--- src/verilog/bertcs_pkg.sv ---
// bit-error tester control/status: register map, field positions, modes
// assumes an 8-bit register port and bit-rate enables synchronous to clk_sys
//
// Overview of operation
// - rx invert bit set inverts every received bit before pattern checking; zero/one run detection sees the raw bit
// - tx invert bit set inverts every generated bit before sending
// - rising edge of pattern load bit reloads generator from pattern set
// - repeat length code means pattern length minus 17, 17 to 32 bits
// - checker ignores repeat length code for pseudorandom patterns
// - each rising edge of single-error bit corrupts exactly one sent bit
// - error rate code 1..7 inserts errors one in ten to ten million
// - sync set after 32 matching bits; status flags both edges
// - loss-of-sync flag set when search starts, held until read
// - all-zeros flag set after 32 zeros, cannot clear while zeros persist
// - all-ones flag set after 32 ones, cannot clear while ones persist
// - error counter overflow latches, clears on read, sets again only anew
// - bit counter overflow latches, clears on read, sets again only anew
// - bit-error flag set per error seen in sync, cleared on read
// - mask bit one enables source; conditions flag on both edges
// - alternating words each repeat word-count times, then swap
// - pattern select decodes the eight pattern kinds
// - rising edge of latch bit snapshots counts and clears counters
// - bit counter counts every bit in sync and saturates when full
`default_nettype none
package bertcs_pkg;
  // ***************
  // register map
  // ***************
  localparam logic [7:0] ADDR_STATUS = 8'h26;
  localparam logic [7:0] ADDR_MASK = 8'h27;
  localparam logic [7:0] ADDR_INFO = 8'h28;
  localparam logic [7:0] ADDR_AWC = 8'hDB;
  localparam logic [7:0] ADDR_PAT0 = 8'hDC;
  localparam logic [7:0] ADDR_CTRL1 = 8'hE0;
  localparam logic [7:0] ADDR_CTRL2 = 8'hE1;
  localparam logic [7:0] ADDR_BITCNT0 = 8'hE3;
  localparam logic [7:0] ADDR_ERRCNT0 = 8'hE7;
  localparam logic [7:0] RESET_BYTE = 8'h00;
  // ***************
  // fields
  // ***************
  localparam int C1_RESYNC = 0;
  localparam int C1_LATCH = 1;
  localparam int C1_PSEL = 2;
  localparam int C1_RXINV = 5;
  localparam int C1_TXINV = 6;
  localparam int C1_LOAD = 7;
  localparam int C2_RLEN = 0;
  localparam int C2_SBE = 4;
  localparam int C2_RATE = 5;
  localparam int ST_W = 7;
  localparam int ST_SYNC = 0;
  localparam int ST_ECO = 4;
  localparam int ST_BCO = 5;
  localparam int ST_BED = 6;
  // ***************
  // stream constants
  // ***************
  localparam logic [5:0] SYNC_RUN = 6'h20;
  localparam logic [2:0] LOSS_ERRS = 3'h4;
  localparam logic [4:0] REP_BASE_M1 = 5'h10;
  localparam logic [4:0] FULL_M1 = 5'h1F;
  localparam logic [3:0] WORD_LAST = 4'hF;
  localparam logic [31:0] BIT_MAX = 32'hFFFF_FFFF;
  localparam logic [23:0] ERR_MAX = 24'hFF_FFFF;
  typedef enum logic [2:0] {
    PAT_PRBS7, PAT_PRBS11, PAT_PRBS15, PAT_QRSS,
    PAT_REPEAT, PAT_ALTWORD, PAT_DALY, PAT_PRBS9
  } bertcs_pat_t;
  typedef enum logic {CHK_SEARCH, CHK_SYNC} bertcs_chk_t;
endpackage
`default_nettype wire

--- src/verilog/bertcs_pat_mem.sv ---
// pattern set storage: small word memory, contents come straight from flops
// assumes writes are single-cycle strobes from the register port
`default_nettype none
module bertcs_pat_mem #(
  parameter int WORDS = 4,
  parameter int WIDTH = 8
) (
  input wire logic clk_sys,
  input wire logic rst_b,
  input wire logic wrEn,
  input wire logic [$clog2(WORDS)-1:0] wrIdx,
  input wire logic [WIDTH-1:0] wrData,
  output logic [WORDS*WIDTH-1:0] words
);
  localparam int IDX_W = $clog2(WORDS);
  logic [WIDTH-1:0] mem [WORDS];
  if (WORDS < 2 || WIDTH < 1) begin : g_bad
    $error("pattern memory needs at least two words");
  end
  for (genvar i = 0; i < WORDS; i++) begin : g_word
    always_ff @(posedge clk_sys or negedge rst_b) begin
      if (!rst_b) begin
        mem[i] <= '0;
      end else if (wrEn && wrIdx == IDX_W'(i)) begin
        mem[i] <= wrData;
      end
    end
    assign words[i*WIDTH +: WIDTH] = mem[i];
  end
endmodule
`default_nettype wire

--- src/verilog/bertcs_top.sv ---
// bit-error tester control and status: pattern generator, checker, flags
// assumes bit enables one cycle wide and synchronous to clk_sys
`default_nettype none
module bertcs_top #(
  parameter int RATE_SCALE = 10
) (
  input wire logic clk_sys,
  input wire logic rst_b,
  input wire logic [7:0] regAddr,
  input wire logic [7:0] regWrData,
  input wire logic regWr,
  input wire logic regRd,
  output logic [7:0] regRdData,
  input wire logic txBitEn,
  output logic txData,
  input wire logic rxBitEn,
  input wire logic rxData,
  output logic irq
);
  if (RATE_SCALE < 2 || RATE_SCALE > 10) begin : g_bad
    $error("rate scale must lie in 2..10");
  end
  // ***************
  // helpers
  // ***************
  function automatic logic isPrbs(input bertcs_pkg::bertcs_pat_t p);
    return p inside {bertcs_pkg::PAT_PRBS7, bertcs_pkg::PAT_PRBS11, bertcs_pkg::PAT_PRBS15,
                     bertcs_pkg::PAT_QRSS, bertcs_pkg::PAT_PRBS9};
  endfunction
  // feedback taps, zero based: upper five bits and lower five bits
  function automatic logic [9:0] prbsTaps(input bertcs_pkg::bertcs_pat_t p);
    case (p)
      bertcs_pkg::PAT_PRBS7: return {5'h06, 5'h05};
      bertcs_pkg::PAT_PRBS11: return {5'h0A, 5'h08};
      bertcs_pkg::PAT_PRBS15: return {5'h0E, 5'h0D};
      bertcs_pkg::PAT_QRSS: return {5'h13, 5'h10};
      bertcs_pkg::PAT_PRBS9: return {5'h08, 5'h04};
      default: return 10'h000;
    endcase
  endfunction
  function automatic logic [31:0] rotate(input logic [31:0] v, input logic [4:0] last);
    logic [31:0] r;
    r = {1'b0, v[31:1]};
    r[last] = v[0];
    return r;
  endfunction
  function automatic logic [23:0] ratePeriod(input logic [2:0] code);
    logic [23:0] p;
    p = 24'h00_0001;
    for (int i = 0; i < 7; i++) begin
      if (i < int'(code)) begin
        p = 24'(p * RATE_SCALE);
      end
    end
    return p;
  endfunction
  // ***************
  // registers
  // ***************
  logic [7:0] ctrlOne;
  logic [7:0] ctrlTwo;
  logic [7:0] ctrlOnePrev;
  logic [7:0] ctrlTwoPrev;
  logic [7:0] wordCount;
  logic [bertcs_pkg::ST_W-1:0] status;
  logic [bertcs_pkg::ST_W-1:0] mask;
  logic [31:0] pattern;
  logic patWr;
  assign patWr = regWr && regAddr[7:2] == bertcs_pkg::ADDR_PAT0[7:2];
  bertcs_pat_mem #(.WORDS(4), .WIDTH(8)) u_pat (
    .clk_sys(clk_sys),
    .rst_b(rst_b),
    .wrEn(patWr),
    .wrIdx(regAddr[1:0]),
    .wrData(regWrData),
    .words(pattern)
  );
  always_ff @(posedge clk_sys or negedge rst_b) begin
    if (!rst_b) begin
      ctrlOne <= bertcs_pkg::RESET_BYTE;
      ctrlTwo <= bertcs_pkg::RESET_BYTE;
      wordCount <= bertcs_pkg::RESET_BYTE;
      mask <= '0;
    end else if (regWr) begin
      case (regAddr)
        bertcs_pkg::ADDR_CTRL1: ctrlOne <= regWrData;
        bertcs_pkg::ADDR_CTRL2: ctrlTwo <= regWrData;
        bertcs_pkg::ADDR_AWC: wordCount <= regWrData;
        bertcs_pkg::ADDR_MASK: mask <= regWrData[bertcs_pkg::ST_W-1:0];
        default: ;
      endcase
    end
  end
  always_ff @(posedge clk_sys or negedge rst_b) begin
    if (!rst_b) begin
      ctrlOnePrev <= bertcs_pkg::RESET_BYTE;
      ctrlTwoPrev <= bertcs_pkg::RESET_BYTE;
    end else begin
      ctrlOnePrev <= ctrlOne;
      ctrlTwoPrev <= ctrlTwo;
    end
  end
  // only edges act, so a bit left high does nothing more
  logic loadRise;
  logic sbeRise;
  logic resyncRise;
  logic latchRise;
  assign loadRise = ctrlOne[bertcs_pkg::C1_LOAD] & ~ctrlOnePrev[bertcs_pkg::C1_LOAD];
  assign sbeRise = ctrlTwo[bertcs_pkg::C2_SBE] & ~ctrlTwoPrev[bertcs_pkg::C2_SBE];
  assign resyncRise = ctrlOne[bertcs_pkg::C1_RESYNC] & ~ctrlOnePrev[bertcs_pkg::C1_RESYNC];
  assign latchRise = ctrlOne[bertcs_pkg::C1_LATCH] & ~ctrlOnePrev[bertcs_pkg::C1_LATCH];
  bertcs_pkg::bertcs_pat_t patSel;
  logic [4:0] lenM1;
  logic [9:0] taps;
  logic [2:0] rateCode;
  assign patSel = bertcs_pkg::bertcs_pat_t'(ctrlOne[bertcs_pkg::C1_PSEL +: 3]);
  assign lenM1 = bertcs_pkg::REP_BASE_M1 + {1'b0, ctrlTwo[bertcs_pkg::C2_RLEN +: 4]};
  assign taps = prbsTaps(patSel);
  assign rateCode = ctrlTwo[bertcs_pkg::C2_RATE +: 3];
  // ***************
  // generator
  // ***************
  logic [31:0] genShift;
  logic [31:0] next_genShift;
  logic genBit;
  logic [3:0] altBit;
  logic [7:0] altRep;
  logic altSel;
  always_comb begin
    next_genShift = genShift;
    genBit = 1'b0;
    if (isPrbs(patSel)) begin
      genBit = genShift[taps[9:5]] ^ genShift[taps[4:0]];
      next_genShift = {genShift[30:0], genBit};
    end else if (patSel == bertcs_pkg::PAT_ALTWORD) begin
      genBit = pattern[{altSel, altBit}];
    end else begin
      // daly runs as a full 32-bit repeat of the pattern set
      genBit = genShift[0];
      next_genShift = rotate(genShift, patSel == bertcs_pkg::PAT_REPEAT ? lenM1
                                                               : bertcs_pkg::FULL_M1);
    end
  end
  always_ff @(posedge clk_sys or negedge rst_b) begin
    if (!rst_b) begin
      genShift <= '0;
    end else if (loadRise) begin
      genShift <= pattern;
    end else if (txBitEn) begin
      genShift <= next_genShift;
    end
  end
  // count of zero means 256 repeats through the 8-bit wrap
  always_ff @(posedge clk_sys or negedge rst_b) begin
    if (!rst_b) begin
      altBit <= '0;
      altRep <= '0;
      altSel <= 1'b0;
    end else if (loadRise) begin
      altBit <= '0;
      altRep <= '0;
      altSel <= 1'b0;
    end else if (txBitEn && patSel == bertcs_pkg::PAT_ALTWORD) begin
      altBit <= altBit + 4'h1;
      if (altBit == bertcs_pkg::WORD_LAST) begin
        if (altRep + 8'h01 == wordCount) begin
          altRep <= '0;
          altSel <= ~altSel;
        end else begin
          altRep <= altRep + 8'h01;
        end
      end
    end
  end
  // ***************
  // error insertion and tx output
  // ***************
  logic [23:0] rateCnt;
  logic rateHit;
  logic sbePending;
  assign rateHit = rateCode != 3'h0 && rateCnt == ratePeriod(rateCode) - 24'h00_0001;
  always_ff @(posedge clk_sys or negedge rst_b) begin
    if (!rst_b) begin
      rateCnt <= '0;
    end else if (rateCode == 3'h0) begin
      rateCnt <= '0;
    end else if (txBitEn) begin
      rateCnt <= rateHit ? 24'h00_0000 : rateCnt + 24'h00_0001;
    end
  end
  // a new request in the cycle that consumes the old one survives
  always_ff @(posedge clk_sys or negedge rst_b) begin
    if (!rst_b) begin
      sbePending <= 1'b0;
    end else begin
      sbePending <= sbeRise | (sbePending & ~txBitEn);
    end
  end
  always_ff @(posedge clk_sys or negedge rst_b) begin
    if (!rst_b) begin
      txData <= 1'b0;
    end else if (txBitEn) begin
      txData <= genBit ^ (sbePending | rateHit) ^ ctrlOne[bertcs_pkg::C1_TXINV];
    end
  end
  // ***************
  // checker
  // ***************
  logic rxBit;
  logic expBit;
  logic bitMatch;
  logic [31:0] rxHist;
  bertcs_pkg::bertcs_chk_t chkState;
  logic [5:0] matchCnt;
  logic [2:0] badCnt;
  logic inSync;
  assign rxBit = rxData ^ ctrlOne[bertcs_pkg::C1_RXINV];
  // self-synchronising for pseudorandom, so the length code plays no part
  assign expBit = isPrbs(patSel) ? rxHist[taps[9:5]] ^ rxHist[taps[4:0]]
                : rxHist[patSel == bertcs_pkg::PAT_REPEAT ? lenM1 : bertcs_pkg::FULL_M1];
  assign bitMatch = rxBit == expBit;
  assign inSync = chkState == bertcs_pkg::CHK_SYNC;
  always_ff @(posedge clk_sys or negedge rst_b) begin
    if (!rst_b) begin
      rxHist <= '0;
    end else if (rxBitEn) begin
      rxHist <= {rxHist[30:0], rxBit};
    end
  end
  always_ff @(posedge clk_sys or negedge rst_b) begin
    if (!rst_b) begin
      chkState <= bertcs_pkg::CHK_SEARCH;
      matchCnt <= '0;
      badCnt <= '0;
    end else if (resyncRise) begin
      chkState <= bertcs_pkg::CHK_SEARCH;
      matchCnt <= '0;
      badCnt <= '0;
    end else if (rxBitEn) begin
      unique case (chkState)
        bertcs_pkg::CHK_SEARCH: begin
          if (!bitMatch) begin
            matchCnt <= '0;
          end else if (matchCnt == bertcs_pkg::SYNC_RUN - 6'h01) begin
            chkState <= bertcs_pkg::CHK_SYNC;
            matchCnt <= '0;
          end else begin
            matchCnt <= matchCnt + 6'h01;
          end
        end
        bertcs_pkg::CHK_SYNC: begin
          if (!bitMatch) begin
            matchCnt <= '0;
            badCnt <= badCnt + 3'h1;
            if (badCnt == bertcs_pkg::LOSS_ERRS - 3'h1) begin
              chkState <= bertcs_pkg::CHK_SEARCH;
              badCnt <= '0;
            end
          end else if (matchCnt == bertcs_pkg::SYNC_RUN - 6'h01) begin
            matchCnt <= '0;
            badCnt <= '0;
          end else begin
            matchCnt <= matchCnt + 6'h01;
          end
        end
      endcase
    end
  end
  // ***************
  // runs and counters
  // ***************
  logic [5:0] zeroRun;
  logic [5:0] oneRun;
  logic allZeros;
  logic allOnes;
  assign allZeros = zeroRun == bertcs_pkg::SYNC_RUN;
  assign allOnes = oneRun == bertcs_pkg::SYNC_RUN;
  always_ff @(posedge clk_sys or negedge rst_b) begin
    if (!rst_b) begin
      zeroRun <= '0;
      oneRun <= '0;
    end else if (rxBitEn) begin
      zeroRun <= rxData ? 6'h00 : (allZeros ? zeroRun : zeroRun + 6'h01);
      oneRun <= !rxData ? 6'h00 : (allOnes ? oneRun : oneRun + 6'h01);
    end
  end
  logic [31:0] bitCnt;
  logic [31:0] bitSnap;
  logic [23:0] errCnt;
  logic [23:0] errSnap;
  logic errDetected;
  logic bitOvf;
  logic errOvf;
  assign errDetected = rxBitEn && inSync && !bitMatch;
  assign bitOvf = rxBitEn && inSync && !latchRise
                  && bitCnt == bertcs_pkg::BIT_MAX - 32'h0000_0001;
  assign errOvf = errDetected && !latchRise
                  && errCnt == bertcs_pkg::ERR_MAX - 24'h00_0001;
  always_ff @(posedge clk_sys or negedge rst_b) begin
    if (!rst_b) begin
      bitCnt <= '0;
      errCnt <= '0;
      bitSnap <= '0;
      errSnap <= '0;
    end else if (latchRise) begin
      bitSnap <= bitCnt;
      errSnap <= errCnt;
      bitCnt <= '0;
      errCnt <= '0;
    end else begin
      if (rxBitEn && inSync && bitCnt != bertcs_pkg::BIT_MAX) begin
        bitCnt <= bitCnt + 32'h0000_0001;
      end
      if (errDetected && errCnt != bertcs_pkg::ERR_MAX) begin
        errCnt <= errCnt + 24'h00_0001;
      end
    end
  end
  // ***************
  // status, interrupt
  // ***************
  logic [3:0] cond;
  logic [3:0] condPrev;
  logic [bertcs_pkg::ST_W-1:0] stSet;
  logic [bertcs_pkg::ST_W-1:0] stClr;
  logic stRead;
  assign cond = {allOnes, allZeros, ~inSync, inSync};
  assign stRead = regRd && regAddr == bertcs_pkg::ADDR_STATUS;
  // conditions flag on both edges; sync loss starts a search, its rise
  assign stSet = {errDetected, bitOvf, errOvf, cond ^ condPrev};
  // a run still present refuses the clear
  assign stClr = stRead ? ~{3'b000, allOnes, allZeros, 2'b00} : '0;
  always_ff @(posedge clk_sys or negedge rst_b) begin
    if (!rst_b) begin
      condPrev <= 4'h0;
    end else begin
      condPrev <= cond;
    end
  end
  always_ff @(posedge clk_sys or negedge rst_b) begin
    if (!rst_b) begin
      status <= '0;
    end else begin
      status <= (status & ~stClr) | stSet;
    end
  end
  always_ff @(posedge clk_sys or negedge rst_b) begin
    if (!rst_b) begin
      irq <= 1'b0;
    end else begin
      irq <= |(status & mask);
    end
  end
  // ***************
  // read port
  // ***************
  logic [7:0] next_regRdData;
  always_comb begin
    next_regRdData = 8'h00;
    if (regRd) begin
      case (regAddr)
        bertcs_pkg::ADDR_STATUS: next_regRdData = {1'b0, status};
        bertcs_pkg::ADDR_MASK: next_regRdData = {1'b0, mask};
        bertcs_pkg::ADDR_INFO: next_regRdData = {4'h0, cond};
        bertcs_pkg::ADDR_AWC: next_regRdData = wordCount;
        bertcs_pkg::ADDR_CTRL1: next_regRdData = ctrlOne;
        bertcs_pkg::ADDR_CTRL2: next_regRdData = ctrlTwo;
        bertcs_pkg::ADDR_BITCNT0: next_regRdData = bitSnap[7:0];
        bertcs_pkg::ADDR_BITCNT0 + 8'h01: next_regRdData = bitSnap[15:8];
        bertcs_pkg::ADDR_BITCNT0 + 8'h02: next_regRdData = bitSnap[23:16];
        bertcs_pkg::ADDR_BITCNT0 + 8'h03: next_regRdData = bitSnap[31:24];
        bertcs_pkg::ADDR_ERRCNT0: next_regRdData = errSnap[7:0];
        bertcs_pkg::ADDR_ERRCNT0 + 8'h01: next_regRdData = errSnap[15:8];
        bertcs_pkg::ADDR_ERRCNT0 + 8'h02: next_regRdData = errSnap[23:16];
        default: begin
          if (regAddr[7:2] == bertcs_pkg::ADDR_PAT0[7:2]) begin
            next_regRdData = pattern[{regAddr[1:0], 3'b000} +: 8];
          end
        end
      endcase
    end
  end
  always_ff @(posedge clk_sys or negedge rst_b) begin
    if (!rst_b) begin
      regRdData <= 8'h00;
    end else begin
      regRdData <= next_regRdData;
    end
  end
endmodule
`default_nettype wire

--- config.mk ---
export PLATFORM = sky130hd
export DESIGN_NAME = bertcs_top
export DESIGN_NICKNAME = d
export VERILOG_FILES = /design/src/verilog/bertcs_pkg.sv /design/src/verilog/bertcs_pat_mem.sv /design/src/verilog/bertcs_top.sv
export SDC_FILE = /design/constraint.sdc
export NUM_CORES = 1
export LEC_CHECK = 0
export BUFFER_PORTS_ARGS = -buffer_cell sky130_fd_sc_hd__buf_2
export CELL_PAD_IN_SITES_DETAIL_PLACEMENT = 0
export CELL_PAD_IN_SITES_GLOBAL_PLACEMENT = 1
export CORE_UTILIZATION = 45
export DETAILED_ROUTE_END_ITERATION = 10
export PLACE_DENSITY = 0.85
export SETUP_SLACK_MARGIN = 0.3
export SYNTH_ARGS = -nofsm -noshare
export SYNTH_HDL_FRONTEND = slang
export SYNTH_SLANG_ARGS = --single-unit
--- constraint.sdc ---
create_clock -name clk_sys -period 12.33 [get_ports clk_sys]
set_clock_uncertainty 0.2 [all_clocks]
set_input_delay 1.8495 -clock clk_sys [delete_from_list [all_inputs] [get_ports clk_sys]]
set_output_delay 1.8495 -clock clk_sys [all_outputs]
set_load 0.05 [all_outputs]
# Word level (Yosys, flattened, before mapping)
# Index checks and enable logic that the tools add are counted.
dict set report totals {
  ff_bits 333
  inputBits 23
  output_inout_bits 10
  wordCells 242
}
dict set report classes {
  n_addsub 11
  n_mul 6
  magnitude_cmp 12
  eq_ne 39
  shift 1
  muxes 73
  bitwise 25
  reduce_logical 44
}
# operator n
set ops {}
lappend ops {{$mux 24} 11}
lappend ops {{$mux 32} 6}
lappend ops {{$mul 24x3->23 const B} 6}
lappend ops {{$pmux 8 s13} 1}
lappend ops {{$eq 8x8->1 const B} 10}
lappend ops {{$pmux 10 s5} 1}
lappend ops {{$add 24x1->24 const B} 2}
lappend ops {{$mux 6} 8}
lappend ops {{$mux 8} 6}
lappend ops {{$add 32x1->32 const B} 1}
lappend ops {{$bwmux 32} 1}
lappend ops {{$eq 32x32->1 const B} 1}
lappend ops {{$ne 32x32->1 const B} 1}
lappend ops {{$shiftx 32x6->8} 1}
lappend ops {{$bmux 1 s5} 6}
lappend ops {{$eq 24x24->1} 1}
lappend ops {{$eq 24x24->1 const B} 1}
lappend ops {{$eq 8x6->1 const B} 3}
lappend ops {{$lt 5x6->1 const B} 4}
lappend ops {{$ne 24x24->1 const B} 1}
lappend ops {{$sub 24x1->24 const B} 1}
lappend ops {{$mux 1} 20}
lappend ops {{$add 6x1->6 const B} 3}
lappend ops {{$eq 6x6->1 const B} 3}
lappend ops {{44 further kinds} 112}

# Depth between registers and ports, before layout
dict set report logic_depth {
  word_depth 20
  ltp_mapped 44
}

# Modules after synthesis
# Synthesis repeated with hierarchy kept, for this count alone.
dict set report hier_totals {
  hier_cells 2402
  hier_area_um2 22036.1
}
# mod n_inst cells_each area_per_inst_um2
set by_module_without_submodules {}
lappend by_module_without_submodules {bertcs_top 1 2334 20823.7}
lappend by_module_without_submodules {bertcs_pat_mem 1 68 1212.4}

# Worst setup path after synthesis
# OpenSTA, ideal clock, no wires.
dict set report synth_path {
  kind {flip-flop to flip-flop}
  start {register ctrlTwo[5]}
  end {register rateCnt[10]}
  setup_ns 0.145
  arrival_ns 9.349
  required_ns 11.985
  slack_ns 2.636
  stages_incl_launch_ff 44
  path_buffers 4
  synth_period_minus_slack_ns 9.694
  path_cell_list {dfrtp_1 -> buf_6 -> buf_6 -> and2_1 -> nor2_1 -> inv_1 -> ha_1 -> ha_1 -> and2_1 -> o21ai_0 -> nand2_1 -> a21oi_1 -> ha_1 -> ha_1 -> a21oi_1 -> o211ai_1 -> a221oi_1 -> xnor2_1 -> [8 not listed] -> xor2_1 -> o21ai_0 -> ha_1 -> ha_1 -> buf_2 -> nand2_1 -> or3_1 -> o2111ai_1 -> o211ai_1 -> xor2_1 -> a221oi_1 -> xnor2_1 -> a21oi_1 -> a31o_1 -> or4_4 -> nor4_4 -> buf_6 -> nor3_2}
}
dict set report synth_via {
  elab_chain_cells 20
  elab_cells_between_ends 29
  cone_classes {add/sub: 1; mul: 6; order compare: 7; eq/ne: 1; mux: 10; reduce/logical: 4}
}
# item line_no
set synth_rtl {}
lappend synth_rtl {{start, declared} bertcs_top.sv:61} ;# logic [7:0] ctrlTwo;
lappend synth_rtl {{start signal, assigned} bertcs_top.sv:81} ;# ctrlTwo <= bertcs_pkg::RESET_BYTE;
lappend synth_rtl {{start signal, assigned} bertcs_top.sv:87} ;# bertcs_pkg::ADDR_CTRL2: ctrlTwo <= regWrData;
lappend synth_rtl {{$lt 1x3->1} bertcs_top.sv:51} ;# if (i < int'(code)) begin
lappend synth_rtl {{$mux 4} bertcs_top.sv:51}
lappend synth_rtl {{$mul 24x3->23} bertcs_top.sv:52} ;# p = 24'(p * RATE_SCALE);
lappend synth_rtl {{$mux 24} bertcs_top.sv:51}
lappend synth_rtl {{$mul 24x3->23} bertcs_top.sv:52}
lappend synth_rtl {{$mux 24} bertcs_top.sv:51}
lappend synth_rtl {{$mul 24x3->23} bertcs_top.sv:52}
lappend synth_rtl {{$mux 24} bertcs_top.sv:51}
lappend synth_rtl {{[4 not listed]} -}
lappend synth_rtl {{$mul 24x3->23} bertcs_top.sv:52}
lappend synth_rtl {{$mux 24} bertcs_top.sv:51}
lappend synth_rtl {{$sub 24x1->24} bertcs_top.sv:181} ;# assign rateHit = rateCode != 3'h0 && rateCnt == ratePeriod(rateCode) - 24'h00_0001;
lappend synth_rtl {{$eq 24x24->1} bertcs_top.sv:181}
lappend synth_rtl {{$logic_and 1x1->1} bertcs_top.sv:181}
lappend synth_rtl {{$mux 24} bertcs_top.sv:188} ;# rateCnt <= rateHit ? 24'h00_0000 : rateCnt + 24'h00_0001;
lappend synth_rtl {{$mux 24} bertcs_top.sv:187} ;# end else if (txBitEn) begin
lappend synth_rtl {{$mux 24} bertcs_top.sv:185} ;# end else if (rateCode == 3'h0) begin
lappend synth_rtl {{end signal, assigned} bertcs_top.sv:188}
lappend synth_rtl {{end, declared} bertcs_top.sv:178} ;# logic [23:0] rateCnt;
# Parallel ways exist; a longest one is shown, timed or not. The select of a mux whose other input is x is not followed.
# A chain may end at the register's enable or synchronous reset.

# Worst setup path in the final report
dict set report layout_path {
  start {register ctrlTwo[6]}
  end {register rateCnt[23]}
}
# The elaborated chain is that of the path after synthesis.

==> results by group <==
GRT
  – Met2 GRT Util: approximately 40%
  – GRT Util Overall: approximately a quarter
  – Grt met1 use: between 30% and 40%
  – Vias in the first global route: roughly 18000
  – Largest net degree at the start of global routing: about 110
  – Remaining global-route overflow: 0
  – First-pass GRT wire length: around 98000 um
  – Initial antenna violation count: 0
  – Met3 GRT Util: approximately 3.7%
  – Most used routing layer: met2

Clock network
  – Clock slew at reported path FFs: ~60 ps
  – Clk sinks: between 300 and 400
  – Clock Path Buffers: 3
  – CTS resizes: 0
  – Worst-Skew Late Latency: between 500 and 600 ps
  – Buffer count from post-CTS setup fixing: 0
  – CTS Buf Count: 38
  – Root Buffer: clkbuf_16
  – Hold_buf cts: 0
  – TritonCTS clock tree: built
  – H-tree Lvls: 2

Die
  – Starting Density: between 40% and 50%
  – Vert. Die Dim: between 200 and 250 um
  – Die W: about 220 um
  – I/O pin count: 33
  – Row count: 80
  – Die area: 0.0493 sq mm
  – Core box area: 0.0477 sq mm

Timing
  – Fin crit share: approximately nine tenths
  – Final hold vios: 0
  – Final setup fails: 0
  – Final min period: approximately 11000 ps
  – Rel. slew slack: between 10% and 20%
  – Setup tns final: 0 ps
  – Final count of pins violating max slew: 0
  – Max Freq: 90.0 MHz
  – Worst Tran Pin Value: around 1200 ps
  – RSZ-0062 raised after global routing: false

Yosys
  – Asr flop ratio synth: 100%
  – Mapped Area: between 0.02 and 0.025 sq mm
  – Synth cell types: a little under 100
  – Leading area contributor after synthesis: dfrtp_1
  – Post-synth EDFFs: 0
  – Ys flop type: dfrtp_1
  – Ys Warns: 0
  – Synth area leaders: dfrtp_1 37%, ha_1 6.8%, nand2_1 6.6%, mux2_2 5.0%, nor2_1 3.5%
  – Syn avg cell area: 8.96 sq um
  – Synth top area share: a little under two fifths
  – Seq cells post-synth: 324
  – Sequential cell area fraction in the yosys report: between 30% and 40%
  – Syn Inst Count: between 2000 and 2500

Cells and area
  – Design area: ~0.024 sq mm
  – Layout cells sized above 1: 11.7%
  – Core Util, Final: around half
  – Most common cell after layout, fill and taps aside: nand2_1
  – Post-Layout Cell Count: 3061
  – ANT cells: 0
  – Final #Nets: approximately 2600
  – Most frequent cells in the layout: 382 x nand2_1, 324 x dfrtp_1, 202 x nor2_1, 142 x a21oi_1, 127 x o21ai_0
  – Syn-to-layout area delta: 9.23%

Placement
  – Post-DP HPWL: about 44000 um
  – Area after DPL: between 0.02 and 0.025 sq mm
  – IO buf count: 32
  – Placed cells: between 2000 and 3000
  – Placer Congestion: between 0.9 and 1

Setup path
  – Highest-delay cell along the critical path: nor2_1
  – WP data required: between 10000 and 15000 ps
  – Critical path endpoint category: flip-flop
  – Setup CP Type: reg -> reg
  – Worst path most repeated cell: ha_1
  – Worst Path Arrival: 11310 ps
  – Crit-path max cell delay: about 610 ps
  – Crit path launch type: flip-flop
  – Max FO, Critical Path: 21
  – Reg2reg path depth: 40

Route
  – Post-DR vias/cell: 6.00
  – Post-route ant nets: 0
  – Final wirelength: about 60000 um
  – Via count: between 15000 and 20000
  – DRT iter0 DRCs: about 1600
  – DRC violations left: 0
  – Average wire per standard cell: 19.6 um
  – Pre-antenna DRT Iters: 5

Status
  – Run status: completed

Flow run
  – Max cap viols: 0

Power
  – LEAKAGE: 10.7 nW
  – Pwr dens: about 130 mW/mm^2
  – Worst vdd ir: 121 uV
  – Tot Pwr: 3.06 mW

Worst hold path
  – Hold Path Class: reg -> reg
  – WHS Path Cells: 0
[final timing paths]
| check | from | to | slack, ps |
|---|---|---|---|
| setup reg to reg | ctrlTwo[6] | rateCnt[23] | 1220 |
| setup / recovery | ctrlTwo[6] | rateCnt[23] | 1220 |
| max in group asynchronous | rst_b | ctrlTwo[5] | 8270 |
| hold reg to reg | ctrlTwo[4] | ctrlTwoPrev[4] | 260 |
| min in group asynchronous | rst_b | matchCnt[0] | 1100 |
| hold / removal | ctrlTwo[4] | ctrlTwoPrev[4] | 260 |
[final cells by class]
| class | instances | area (sq um) |
|---|---|---|
| clock inverters | 19 | 251 |
| repair buffers | 52 | 320 |
| clock buffers | 50 | 1080 |
| multi-input cells | 1937 | 13000 |
| fillers | 4407 | 24000 |
| flip-flops and latches | 324 | 8110 |
| well taps | 615 | 769 |
| inverters | 64 | 240 |
[registers in the layout, indices dropped and copies added, names as in the netlist, 24 cells and up]
name,cells
bitCnt,32
bitSnap,32
genShift,32
rxHist,32
u_pat.words,32
errCnt,24
errSnap,24
rateCnt,24
[cell usage after synthesis, drive strengths merged (7+ instances only)]
cell type / count
a21oi: 143
o21ai: 133
a22oi: 32
nand4: 34
and3: 35
buf: 22
nand2: 382
a22o: 14
dfrtp: 324
nor3: 59
a221oi: 20
nor4: 14
mux2: 97
a31oi: 15
o31ai: 12
inv: 60
clkbuf: 85
o211ai: 26
nor2b: 14
or3: 35
o21a: 18
ha: 119
and4: 8
a21o: 9
o221ai: 8
a2111oi: 12
a311oi: 9
nand3b: 7
mux2i: 29
and2: 16
o22ai: 12
xnor2: 83
nand2b: 24
nor3b: 13
nor2: 203
mux4: 16
or2: 14
nand3: 70
a211oi: 31
xor2: 81
[metrics by stage]
stage,hold WS (ps),worst slack (ps)
final,258,1220
after global routing,277,388
after CTS,261,1300
after detailed placement,230,1350
after global placement,213,1630
after floorplan,189,2640
[worst max-delay path: cells and delay by family (launching register included)]
family | cells | cell delay, ps
AND/OR/NAND/NOR | 12 | 2890
adder cells (fa/ha/maj) | 8 | 2740
XOR/XNOR | 4 | 820
AO/OA/AOI/OAI | 13 | 3300
buffers and inverters | 3 | 620
flip-flops | 1 | 370
[metal layers]
metal	share of wire [%]	up-vias
met3	5.5	92
met4	1.9	0
met5	0	-
met1	46	9019
li1	-	8765
met2	47	478
[cells by family after synthesis]
family	count (synthesis)	synth area share, %
AOI/OAI and AO/OA	555	16.9
xor gates and xnor gates	164	6.60
muxes	142	8.02
buffers and inverters	171	3.17
other	2	0.0345
DFF	324	37.2
and+or+nand+nor	949	20.9
adders and majority gates	122	7.11
[power breakdown]
part | switching [mW] | total [mW] | internal, mW
sequential | 0.137 | 1.34 | 1.20
combinational | 0.311 | 0.541 | 0.229
clock | 0.461 | 1.18 | 0.724
Power figures use the tool's default switching activity.
